## config.mk

```make
export PLATFORM = sky130hd
export DESIGN_NAME = reset_state_ctrl
export DESIGN_NICKNAME = d
export VERILOG_FILES = /design/src/rst_ctrl_pkg.sv /design/src/src_sync.sv /design/src/wdt_clk_div.sv /design/src/reset_state_ctrl.sv
export SDC_FILE = /design/constraint.sdc
export NUM_CORES = 2
export LEC_CHECK = 0
export ABC_CLOCK_PERIOD_IN_PS = 3250
export BUFFER_PORTS_ARGS = -buffer_cell sky130_fd_sc_hd__buf_4
export CORE_MARGIN = 2
export CORE_UTILIZATION = 50
export CTS_CLUSTER_SIZE = 8
export DETAILED_ROUTE_END_ITERATION = 16
export HOLD_SLACK_MARGIN = 0.08
export PLACE_DENSITY = 0.66
export REMOVE_ABC_BUFFERS = 1
export SETUP_SLACK_MARGIN = 0.15
export SYNTH_ARGS = -nofsm -noshare
export SYNTH_HDL_FRONTEND = slang
export SYNTH_SLANG_ARGS = --single-unit
```

## constraint.sdc

```tcl
create_clock -name clk_in -period 3.25 [get_ports clk_in]
set_input_delay 0 -clock clk_in [delete_from_list [all_inputs] [get_ports clk_in]]
set_output_delay 0 -clock clk_in [all_outputs]
set_load 0.03 [all_outputs]
```

## src/rst_ctrl_pkg.sv

```systemverilog
// Shared constants and types for the reset state controller
package rst_ctrl_pkg;

    typedef enum logic [1:0] {
        ST_HOLD,
        ST_RELEASE,
        ST_RUN,
        ST_STOP
    } state_t;

    localparam logic [7:0] PORT_LATCH_RST = 8'hff;
    localparam logic [7:0] PORT_PUSHPULL_RST = 8'h00;
    localparam logic [15:0] PC_RST = 16'h0000;
    localparam logic [7:0] SP_RST = 8'h07;
    localparam logic [1:0] CLK_SEL_INTERNAL = 2'h0;
    localparam logic IRQ_EN_RST = 1'b0;
    localparam logic TMR_EN_RST = 1'b0;
    localparam logic WDT_EN_RST = 1'b1;

    localparam int WDT_DIV = 12;
    localparam int WDT_CNT_W = 4;
    localparam logic [WDT_CNT_W-1:0] WDT_CNT_LAST = 4'hb;

    // Release lasts three cycles; covers the pin synchroniser latency
    localparam int REL_CNT_W = 2;
    localparam logic [REL_CNT_W-1:0] REL_CNT_LAST = 2'h2;

    // Synchroniser reset image: bit0 power-on, bit1 monitor, bit2 pin
    localparam logic [2:0] SRC_SYNC_RST = 3'h5;

endpackage

```

## src/src_sync.sv

```systemverilog
// Two-flop synchroniser for asynchronous reset source inputs
`timescale 1ns/1ns
`default_nettype none
module src_sync #(
    parameter int WIDTH = 3,
    parameter logic [WIDTH-1:0] RST_VAL = '0
) (
    input wire logic clk_in,
    input wire logic rst_n_in,
    input wire logic [WIDTH-1:0] async_in,
    output logic [WIDTH-1:0] sync_out
);
    logic [WIDTH-1:0] stage1;

    always_ff @(posedge clk_in or negedge rst_n_in) begin
        if (!rst_n_in) begin
            stage1 <= RST_VAL;
            sync_out <= RST_VAL;
        end else begin
            stage1 <= async_in;
            sync_out <= stage1;
        end
    end
endmodule // src_sync
`default_nettype wire

```

## src/wdt_clk_div.sv

```systemverilog
// Watchdog time base: one tick every WDT_DIV system clocks
`timescale 1ns/1ns
`default_nettype none
module wdt_clk_div #(
    parameter int DIV = rst_ctrl_pkg::WDT_DIV
) (
    input wire logic clk_in,
    input wire logic rst_n_in,
    input wire logic en_in,
    output logic tick_out
);
    logic [rst_ctrl_pkg::WDT_CNT_W-1:0] cnt;
    logic [rst_ctrl_pkg::WDT_CNT_W-1:0] last;
    logic wrap;

    assign last = rst_ctrl_pkg::WDT_CNT_W'(DIV - 1);
    assign wrap = en_in && (cnt == last);

    always_ff @(posedge clk_in or negedge rst_n_in) begin
        if (!rst_n_in) begin
            cnt <= '0;
            tick_out <= 1'b0;
        end else begin
            cnt <= (!en_in || wrap) ? '0 : cnt + 1'b1;
            tick_out <= wrap;
        end
    end
endmodule // wdt_clk_div
`default_nettype wire

```

## src/reset_state_ctrl.sv

```systemverilog
// Reset state controller: entry, hold, release and stop handling
`timescale 1ns/1ns
`default_nettype none
module reset_state_ctrl #(
    parameter int NPORT = 2,
    parameter int RAM_DEPTH = 256,
    parameter int RAM_AW = 8,
    parameter logic [7:0] SP_RESET = rst_ctrl_pkg::SP_RST
) (
    input wire logic clk_in,
    input wire logic rst_n_in,
    input wire logic por_in,
    input wire logic vdd_mon_rst_in,
    input wire logic rst_pin_in,
    input wire logic wdt_rst_in,
    input wire logic sw_rst_in,
    input wire logic stop_req_in,
    input wire logic pc_step_in,
    input wire logic pc_load_in,
    input wire logic [15:0] pc_load_val_in,
    input wire logic sp_wr_in,
    input wire logic [7:0] sp_wdata_in,
    input wire logic ctl_wr_in,
    input wire logic [1:0] ctl_wdata_in,
    input wire logic clk_sel_wr_in,
    input wire logic [1:0] clk_sel_wdata_in,
    input wire logic wdt_dis_in,
    input wire logic port_wr_in,
    input wire logic port_mode_wr_in,
    input wire logic [$clog2(NPORT+1)-1:0] port_sel_in,
    input wire logic [7:0] port_wdata_in,
    input wire logic ram_we_in,
    input wire logic [RAM_AW-1:0] ram_addr_in,
    input wire logic [7:0] ram_wdata_in,
    output logic cpu_halt_out,
    output logic sfr_init_out,
    output logic fetch_en_out,
    output logic stop_out,
    output logic [15:0] pc_out,
    output logic [7:0] sp_out,
    output logic irq_en_out,
    output logic tmr_en_out,
    output logic [1:0] clk_sel_out,
    output logic wdt_en_out,
    output logic wdt_tick_out,
    output logic [NPORT*8-1:0] port_latch_out,
    output logic [NPORT*8-1:0] port_pushpull_out,
    output logic pullup_en_out,
    output logic rst_pin_o_out,
    output logic rst_pin_oe_out,
    output logic [7:0] ram_rdata_out
);
    rst_ctrl_pkg::state_t state;
    rst_ctrl_pkg::state_t next_state;
    logic [2:0] src_sync;
    logic por_s;
    logic vdd_s;
    logic pin_s;
    logic supply_cause;
    logic next_supply_cause;
    logic [rst_ctrl_pkg::REL_CNT_W-1:0] rel_cnt;
    logic ignore_pin;
    logic pin_src;
    logic supply_src;
    logic any_src;
    logic load_dflt;
    logic wr_ok;
    logic ram_write;
    logic wdt_run;
    logic [7:0] ram_word;
    logic [7:0] mem [RAM_DEPTH];

    src_sync #(
        .WIDTH(3),
        .RST_VAL(rst_ctrl_pkg::SRC_SYNC_RST)
    ) u_sync (
        .clk_in(clk_in),
        .rst_n_in(rst_n_in),
        .async_in({rst_pin_in, vdd_mon_rst_in, por_in}),
        .sync_out(src_sync)
    );

    assign por_s = src_sync[0];
    assign vdd_s = src_sync[1];
    assign pin_s = src_sync[2];

    // Our own drive of the pin must not re-trigger reset
    assign ignore_pin = rst_pin_oe_out || (state == rst_ctrl_pkg::ST_RELEASE);
    assign pin_src = !pin_s && !ignore_pin;
    assign supply_src = por_s || vdd_s;
    assign any_src = supply_src || pin_src || wdt_rst_in || sw_rst_in;

    // Reset state sequencing
    always_comb begin
        next_state = state;
        unique case (state)
            rst_ctrl_pkg::ST_HOLD: begin
                if (!any_src) begin
                    next_state = rst_ctrl_pkg::ST_RELEASE;
                end
            end
            rst_ctrl_pkg::ST_RELEASE: begin
                if (any_src) begin
                    next_state = rst_ctrl_pkg::ST_HOLD;
                end else if (rel_cnt == rst_ctrl_pkg::REL_CNT_LAST) begin
                    next_state = rst_ctrl_pkg::ST_RUN;
                end
            end
            rst_ctrl_pkg::ST_RUN: begin
                if (any_src) begin
                    next_state = rst_ctrl_pkg::ST_HOLD;
                end else if (stop_req_in) begin
                    next_state = rst_ctrl_pkg::ST_STOP;
                end
            end
            rst_ctrl_pkg::ST_STOP: begin
                if (any_src) begin
                    next_state = rst_ctrl_pkg::ST_HOLD;
                end
            end
        endcase
    end

    assign load_dflt = (next_state == rst_ctrl_pkg::ST_HOLD);
    assign wr_ok = (state == rst_ctrl_pkg::ST_RUN) && !any_src;
    assign ram_write = ram_we_in && wr_ok;
    assign wdt_run = wdt_en_out && (state == rst_ctrl_pkg::ST_RUN);
    assign ram_word = mem[ram_addr_in];
    assign next_supply_cause = load_dflt ?
        (supply_cause || supply_src) : 1'b0;

    always_ff @(posedge clk_in or negedge rst_n_in) begin
        if (!rst_n_in) begin
            state <= rst_ctrl_pkg::ST_HOLD;
            rel_cnt <= '0;
            supply_cause <= 1'b1;
        end else begin
            state <= next_state;
            rel_cnt <= (state == rst_ctrl_pkg::ST_RELEASE) ?
                rel_cnt + 1'b1 : '0;
            supply_cause <= next_supply_cause;
        end
    end

    // Core control lines follow the next state
    always_ff @(posedge clk_in or negedge rst_n_in) begin
        if (!rst_n_in) begin
            cpu_halt_out <= 1'b1;
            sfr_init_out <= 1'b1;
            fetch_en_out <= 1'b0;
            stop_out <= 1'b0;
        end else begin
            cpu_halt_out <= (next_state != rst_ctrl_pkg::ST_RUN);
            sfr_init_out <= load_dflt;
            fetch_en_out <= (next_state == rst_ctrl_pkg::ST_RUN);
            stop_out <= (next_state == rst_ctrl_pkg::ST_STOP);
        end
    end

    // Pin drive only during a hold with a power-on or supply monitor cause, released before run
    always_ff @(posedge clk_in or negedge rst_n_in) begin
        if (!rst_n_in) begin
            rst_pin_oe_out <= 1'b1;
            rst_pin_o_out <= 1'b0;
            pullup_en_out <= 1'b1;
        end else begin
            rst_pin_oe_out <= load_dflt && next_supply_cause;
            rst_pin_o_out <= 1'b0;
            pullup_en_out <= 1'b1;
        end
    end

    always_ff @(posedge clk_in or negedge rst_n_in) begin
        if (!rst_n_in) begin
            pc_out <= rst_ctrl_pkg::PC_RST;
        end else if (load_dflt) begin
            pc_out <= rst_ctrl_pkg::PC_RST;
        end else if (wr_ok && pc_load_in) begin
            pc_out <= pc_load_val_in;
        end else if (wr_ok && pc_step_in) begin
            pc_out <= pc_out + 16'h0001;
        end
    end

    always_ff @(posedge clk_in or negedge rst_n_in) begin
        if (!rst_n_in) begin
            sp_out <= SP_RESET;
        end else if (load_dflt) begin
            sp_out <= SP_RESET;
        end else if (wr_ok && sp_wr_in) begin
            sp_out <= sp_wdata_in;
        end
    end

    always_ff @(posedge clk_in or negedge rst_n_in) begin
        if (!rst_n_in) begin
            irq_en_out <= rst_ctrl_pkg::IRQ_EN_RST;
            tmr_en_out <= rst_ctrl_pkg::TMR_EN_RST;
        end else if (load_dflt) begin
            irq_en_out <= rst_ctrl_pkg::IRQ_EN_RST;
            tmr_en_out <= rst_ctrl_pkg::TMR_EN_RST;
        end else if (wr_ok && ctl_wr_in) begin
            irq_en_out <= ctl_wdata_in[0];
            tmr_en_out <= ctl_wdata_in[1];
        end
    end

    always_ff @(posedge clk_in or negedge rst_n_in) begin
        if (!rst_n_in) begin
            clk_sel_out <= rst_ctrl_pkg::CLK_SEL_INTERNAL;
            wdt_en_out <= rst_ctrl_pkg::WDT_EN_RST;
        end else if (load_dflt) begin
            clk_sel_out <= rst_ctrl_pkg::CLK_SEL_INTERNAL;
            wdt_en_out <= rst_ctrl_pkg::WDT_EN_RST;
        end else begin
            if (wr_ok && clk_sel_wr_in) begin
                clk_sel_out <= clk_sel_wdata_in;
            end
            if (wr_ok && wdt_dis_in) begin
                wdt_en_out <= 1'b0;
            end
        end
    end

    // Port latches and output modes
    always_ff @(posedge clk_in or negedge rst_n_in) begin
        if (!rst_n_in) begin
            port_latch_out <= {NPORT{rst_ctrl_pkg::PORT_LATCH_RST}};
            port_pushpull_out <= {NPORT{rst_ctrl_pkg::PORT_PUSHPULL_RST}};
        end else if (load_dflt) begin
            port_latch_out <= {NPORT{rst_ctrl_pkg::PORT_LATCH_RST}};
            port_pushpull_out <= {NPORT{rst_ctrl_pkg::PORT_PUSHPULL_RST}};
        end else begin
            for (int i = 0; i < NPORT; i++) begin
                if (wr_ok && port_wr_in && (int'(port_sel_in) == i)) begin
                    port_latch_out[i*8 +: 8] <= port_wdata_in;
                end
                if (wr_ok && port_mode_wr_in && (int'(port_sel_in) == i)) begin
                    port_pushpull_out[i*8 +: 8] <= port_wdata_in;
                end
            end
        end
    end

    // Data memory has no reset so its contents survive
    always_ff @(posedge clk_in) begin
        if (ram_write) begin
            mem[ram_addr_in] <= ram_wdata_in;
        end
    end

    always_ff @(posedge clk_in or negedge rst_n_in) begin
        if (!rst_n_in) begin
            ram_rdata_out <= 8'h00;
        end else begin
            ram_rdata_out <= ram_word;
        end
    end

    wdt_clk_div #(
        .DIV(rst_ctrl_pkg::WDT_DIV)
    ) u_wdt_div (
        .clk_in(clk_in),
        .rst_n_in(rst_n_in),
        .en_in(wdt_run),
        .tick_out(wdt_tick_out)
    );

    property p_halt;
        @(posedge clk_in) disable iff (!rst_n_in)
        (state == rst_ctrl_pkg::ST_HOLD) |-> cpu_halt_out && sfr_init_out;
    endproperty
    a_halt: assert property (p_halt)
        else $error("core not halted in reset hold");

    property p_quiet;
        @(posedge clk_in) disable iff (!rst_n_in)
        sfr_init_out |-> !irq_en_out && !tmr_en_out;
    endproperty
    a_quiet: assert property (p_quiet)
        else $error("interrupts or timers enabled in reset");

    // Memory cells start unknown, so guard the write gate, not the data
    property p_ram_keep;
        @(posedge clk_in) disable iff (!rst_n_in)
        (state != rst_ctrl_pkg::ST_RUN) |-> !ram_write;
    endproperty
    a_ram_keep: assert property (p_ram_keep)
        else $error("data memory changed during reset");

    property p_sp;
        @(posedge clk_in) disable iff (!rst_n_in)
        (state == rst_ctrl_pkg::ST_HOLD) |=> (sp_out == SP_RESET);
    endproperty
    a_sp: assert property (p_sp)
        else $error("stack pointer not at default");

    property p_port;
        @(posedge clk_in) disable iff (!rst_n_in)
        (state == rst_ctrl_pkg::ST_HOLD) |=>
            (&port_latch_out) && (port_pushpull_out == '0);
    endproperty
    a_port: assert property (p_port)
        else $error("ports not all ones open-drain");

    property p_pullup;
        @(posedge clk_in) disable iff (!rst_n_in)
        $changed(state) |=> pullup_en_out[*2];
    endproperty
    a_pullup: assert property (p_pullup)
        else $error("weak pull-ups dropped");

    property p_pin_drive;
        @(posedge clk_in) disable iff (!rst_n_in)
        (load_dflt && supply_src) |=> rst_pin_oe_out && !rst_pin_o_out;
    endproperty
    a_pin_drive: assert property (p_pin_drive)
        else $error("reset pin not driven low");

    property p_pin_free;
        @(posedge clk_in) disable iff (!rst_n_in)
        fetch_en_out |-> !rst_pin_oe_out;
    endproperty
    a_pin_free: assert property (p_pin_free)
        else $error("reset pin driven while running");

    property p_pc_zero;
        @(posedge clk_in) disable iff (!rst_n_in)
        $rose(fetch_en_out) |-> (pc_out == rst_ctrl_pkg::PC_RST);
    endproperty
    a_pc_zero: assert property (p_pc_zero)
        else $error("first fetch not from address zero");

    property p_clk_int;
        @(posedge clk_in) disable iff (!rst_n_in)
        $rose(fetch_en_out) |->
            (clk_sel_out == rst_ctrl_pkg::CLK_SEL_INTERNAL) && wdt_en_out;
    endproperty
    a_clk_int: assert property (p_clk_int)
        else $error("clock or watchdog not at default on exit");

    property p_wdt_tick;
        @(posedge clk_in) disable iff (!rst_n_in)
        wdt_tick_out |=> (!wdt_tick_out)[*8] ##1 (!wdt_tick_out)[*3];
    endproperty
    a_wdt_tick: assert property (p_wdt_tick)
        else $error("watchdog tick faster than one in twelve");

    property p_stop_end;
        @(posedge clk_in) disable iff (!rst_n_in)
        (state == rst_ctrl_pkg::ST_STOP) && any_src |=>
            (state == rst_ctrl_pkg::ST_HOLD) && !stop_out;
    endproperty
    a_stop_end: assert property (p_stop_end)
        else $error("reset did not end stop state");

    property p_hold;
        @(posedge clk_in) disable iff (!rst_n_in)
        any_src |=> cpu_halt_out;
    endproperty
    a_hold: assert property (p_hold)
        else $error("reset source active but core running");

    property p_release;
        @(posedge clk_in) disable iff (!rst_n_in)
        (state == rst_ctrl_pkg::ST_HOLD) && !any_src ##1 !any_src[*3]
            |=> fetch_en_out;
    endproperty
    a_release: assert property (p_release)
        else $error("release not completed in three cycles");

endmodule // reset_state_ctrl
`default_nettype wire

```

==> results by group <==
Synthesis
  • Post-synthesis sequential area ratio: 77.8%
  • Mapped Area: 0.0820 mm2
  • Cell variety after synth: slightly above 50
  • Synthesis Warnings: 0
  • Top cell type by total area after synthesis: edfxtp_1
  • Most area-consuming cells after synthesis: edfxtp_1 (75%), mux4_2 (14%), a22oi_1 (2.4%)
  • Synth Register Bits: 2137
  • Top FF cell, synth: edfxtp_1
  • Avg Inst Size Synth: 21.1 um2
  • Top-area cell type share of the netlist area: 75.0%
  • Mapped Cells: 3884
  • EDFF count, synth: about 2000
  • Ys async rst share: 4.16%

Clocking
  • CTS Root Cell: clkbuf_16
  • Num CTS Buffers: 318
  • Worst-Skew Late Latency: 0.91 ns
  • CTS max path bufs: 4
  • # Post-CTS Setup Buffers: 0
  • Clk pin slew, worst setup/hold paths: 0.05 ns
  • CTS sink cnt: 2137
  • CTS tree: done
  • H-tree depth: 5

Detailed routing
  • Antenna-violating nets left: 0
  • Via density per instance: around 6.3
  • Mean routed wirelength per cell: 30.6 um
  • DRC Markers: 0
  • TritonRoute pass-1 iters: 5
  • Vias: 44200
  • Initial DRC count: 5615
  • Total detailed-routing wirelength: 214000 um

Global route
  • Initial antenna violation count: 7
  • GRT Overall Usage: 25.7%
  • Vias in the first global route: 45200
  • Largest net degree at the start of global routing: 154
  • Grt ovf: 0
  • First-pass GRT wire length: 312000 um

Placed design
  • Placer Congestion: 0.843
  • Port Buffers: roughly 150
  • Post-DP Area: 0.0889 mm2
  • DP HPWL: 126000 um
  • Placed cells: 6435

Finish
  • Fin nets: around 4800
  • Post-route cell area: 0.0991 mm2
  • FILL cells: 11100
  • Fraction of layout cells with a size suffix above 1: 31.5%
  • P&R area growth vs syn: 20.9%
  • Layout Cells excl Fill: 6999

Outcome
  • Failing checks: capacitance limit, slew limit
  • Status: finished, violations left

Timing
  • Final setup TNS: 0 ns
  • Slew @ Worst Pin: roughly 1.5 ns
  • Skew final: 0.0622 ns
  • Unrepaired setup endpoints after global routing: false
  • Tcrit/Tclk final: 92.4%
  • Slew Limit Fails: 1
  • Hold_ws: around 0.18 ns
  • Rel. slew slack: -1.03%
  • Fin crit period: 3.00 ns
  • Fmax: 0.333 GHz
  • Final setup violation count: 0
  • Fin. Hold Viols: 0

Setup path
  • CP Class: reg -> reg
  • Crit-path max FO: 1
  • Critical Path AT: 3.70 ns
  • R2R cell count: 5
  • Worst r2r dst: ram_rdata_out[6]
  • CP endpoint kind: flop
  • Data required, critical path: 3.95 ns
  • Startpoint types: flop
  • Worst R2R Setup Slack: about 0.25 ns
  • Reg-to-reg startpoint: mem[154][6]

Power and ir drop
  • Sw Pwr: around 12 mW
  • Tot Pwr: 61.5 mW
  • Seq pwr share: 49.3%
  • Leak: roughly 32 nW
  • Clock power share: 46.4%
  • Worst IR Drop VDD: between 0.5 and 0.6 mV
  • Comb pwr share: 4.4%
  • Internal power: 49.1 mW
  • Sw Ratio: between 20% and 30%
  • Cell area power density: around 620 mW/mm2

Floorplan
  • Chip Width: 409 um
  • Die H: 409 um
  • Initial core utilization: 50.4%
  • Site Rows: 148
  • Core area: 0.163 mm2
  • I/O pin count: 148
  • Die ar.: 0.167 mm2

Hold path
  • Hold Path Cell Cnt: 2
  • HP Class: in -> reg
  • Hold Crit Endpoint: mem[183][2]
  • Hold Crit Start: ram_wdata_in[2]

Flow run
  • Max cap viols: 1
-- through the flow --
stage | util [%] | setup slack (ns)
floorplan | - | -1.82
global placement | 54.6 | -0.191
detailed placement | 54.6 | -0.250
CTS | 60.9 | 0.225
global route | 60.9 | 0.197
finish | 60.9 | 0.249
-- synthesized netlist by cell type (2+ instances only) --
master / instances
nand4b_1: 2
nand2_1: 75
buf_1: 20
dfrtp_1: 62
nor4b_1: 2
ha_1: 3
o2bb2ai_1: 7
and4_1: 2
conb_1: 2
buf_6: 3
o21ai_0: 15
nor3b_1: 3
nor2_1: 302
mux2i_1: 25
nand2_2: 4
and3_1: 4
o211ai_1: 2
nor3_1: 6
inv_1: 7
nor4_1: 4
o22ai_1: 3
buf_2: 54
mux4_2: 512
a22o_1: 4
a22oi_1: 258
dfstp_2: 27
edfxtp_1: 2048
o41ai_1: 32
a21oi_1: 150
buf_4: 17
nand4_1: 15
nor2b_1: 7
a41oi_1: 2
or2_2: 2
and2_1: 4
nand3_1: 33
nand2b_1: 5
clkbuf_1: 148
-- final cells by class --
cell class / instances / area, um2 / share of cell area [%]
multi-input cells: 1497 / 17200 / 17.4
diodes: 3 / 7.51 / 0.00757
inverters: 8 / 30.0 / 0.0303
well taps: 2175 / 2720 / 2.74
clock inverters: 5 / 33.8 / 0.0341
repair buffers: 789 / 6960 / 7.02
flip-flops and latches: 2137 / 63800 / 64.3
clock buffers: 385 / 8410 / 8.48
-- critical path: stages, from the launching register on --
cell and delay (ns):
edfxtp_1 0.37, mux4_2 0.50, a22oi_1 0.40, a21oi_1 0.16, o41ai_1 1.20, nand4_1 0.16
-- layout by cell type (no fill, tap or decap), drive strengths merged, types with 5 or more instances in the layout --
| cell type | instances |
|---|---|
| a22oi | 258 |
| nor2b | 7 |
| nand4 | 15 |
| nor2 | 302 |
| nand2b | 5 |
| mux4 | 512 |
| o21ai | 15 |
| edfxtp | 2048 |
| nor3 | 6 |
| mux2i | 25 |
| buf | 618 |
| nand3 | 33 |
| o2bb2ai | 7 |
| a21oi | 151 |
| inv | 10 |
| clkbuf | 386 |
| nand2 | 79 |
| dlygate4sd3 | 169 |
| dfstp | 27 |
| dfrtp | 62 |
| o41ai | 32 |
-- power groups by stage --
| stage | combinational (mW) | clock, mW | sequential, mW |
|---|---|---|---|
| finish | 2.69 | 28.5 | 30.3 |
| global route | 2.84 | 30.0 | 30.3 |
| CTS | 2.70 | 28.9 | 30.3 |
| detailed placement | 2.57 | 0 | 30.8 |
| global placement | 2.54 | 0 | 30.8 |
| floorplan | 0.966 | 0 | 30.8 |
-- flip-flops by register name (all words and copies together) (netlist names), 2 cells and up --
signal / count
sp_out: 8
mem: 2048
clk_sel_out: 2
rel_cnt: 2
port_latch_out: 16
ram_rdata_out: 8
u_sync.sync_out: 3
port_pushpull_out: 16
state: 2
pc_out: 16
u_wdt_div.cnt: 4
u_sync.stage1: 3
-- how the worst max path moves through the flow --
stage | end | startpoint | slack [ns]
final | ram_rdata_out[6] | mem[154][6] | 0.25
after global routing | ram_rdata_out[6] | mem[166][6] | 0.20
after floorplan | ram_rdata_out[0] | ram_addr_in[2] | -1.82
after global placement | ram_rdata_out[2] | ram_addr_in[0] | -0.19
after detailed placement | ram_rdata_out[6] | ram_addr_in[0] | -0.25
after CTS | mem[221][6] | u_sync.sync_out[1] | 0.22
-- metal layers --
metal	vias up	GRT usage (%)	share of wire, %
li1	17900	-	-
met1	23300	36.5	39
met2	2496	40.7	49
met3	484	4.58	9.3
met4	6	8.67	3.2
met5	-	0	0.018
-- cell families (layout without fill, tap and decap cells) --
family                   Yosys count  after routing  share of synthesized area, %
AO/OA/AOI/OAI                    480            480                          4.00
AND/OR/NAND/NOR                  473            473                          2.45
other                              2              5                       0.00916
flip-flops                      2137           2137                          77.8
adder cells (fa/ha/maj)            3              3                        0.0458
buffers and inverters            250           1187                          1.33
multiplexers                     537            537                          14.4
XOR/XNOR                           2              2                        0.0214
-- timing repair --
action,CTS,global route
resized for setup,0,3
hold endpoints to repair,2684,0
setup endpoints to repair,0,7
hold buffers,171,0
Note: power is estimated with default switching activity, not from simulation.
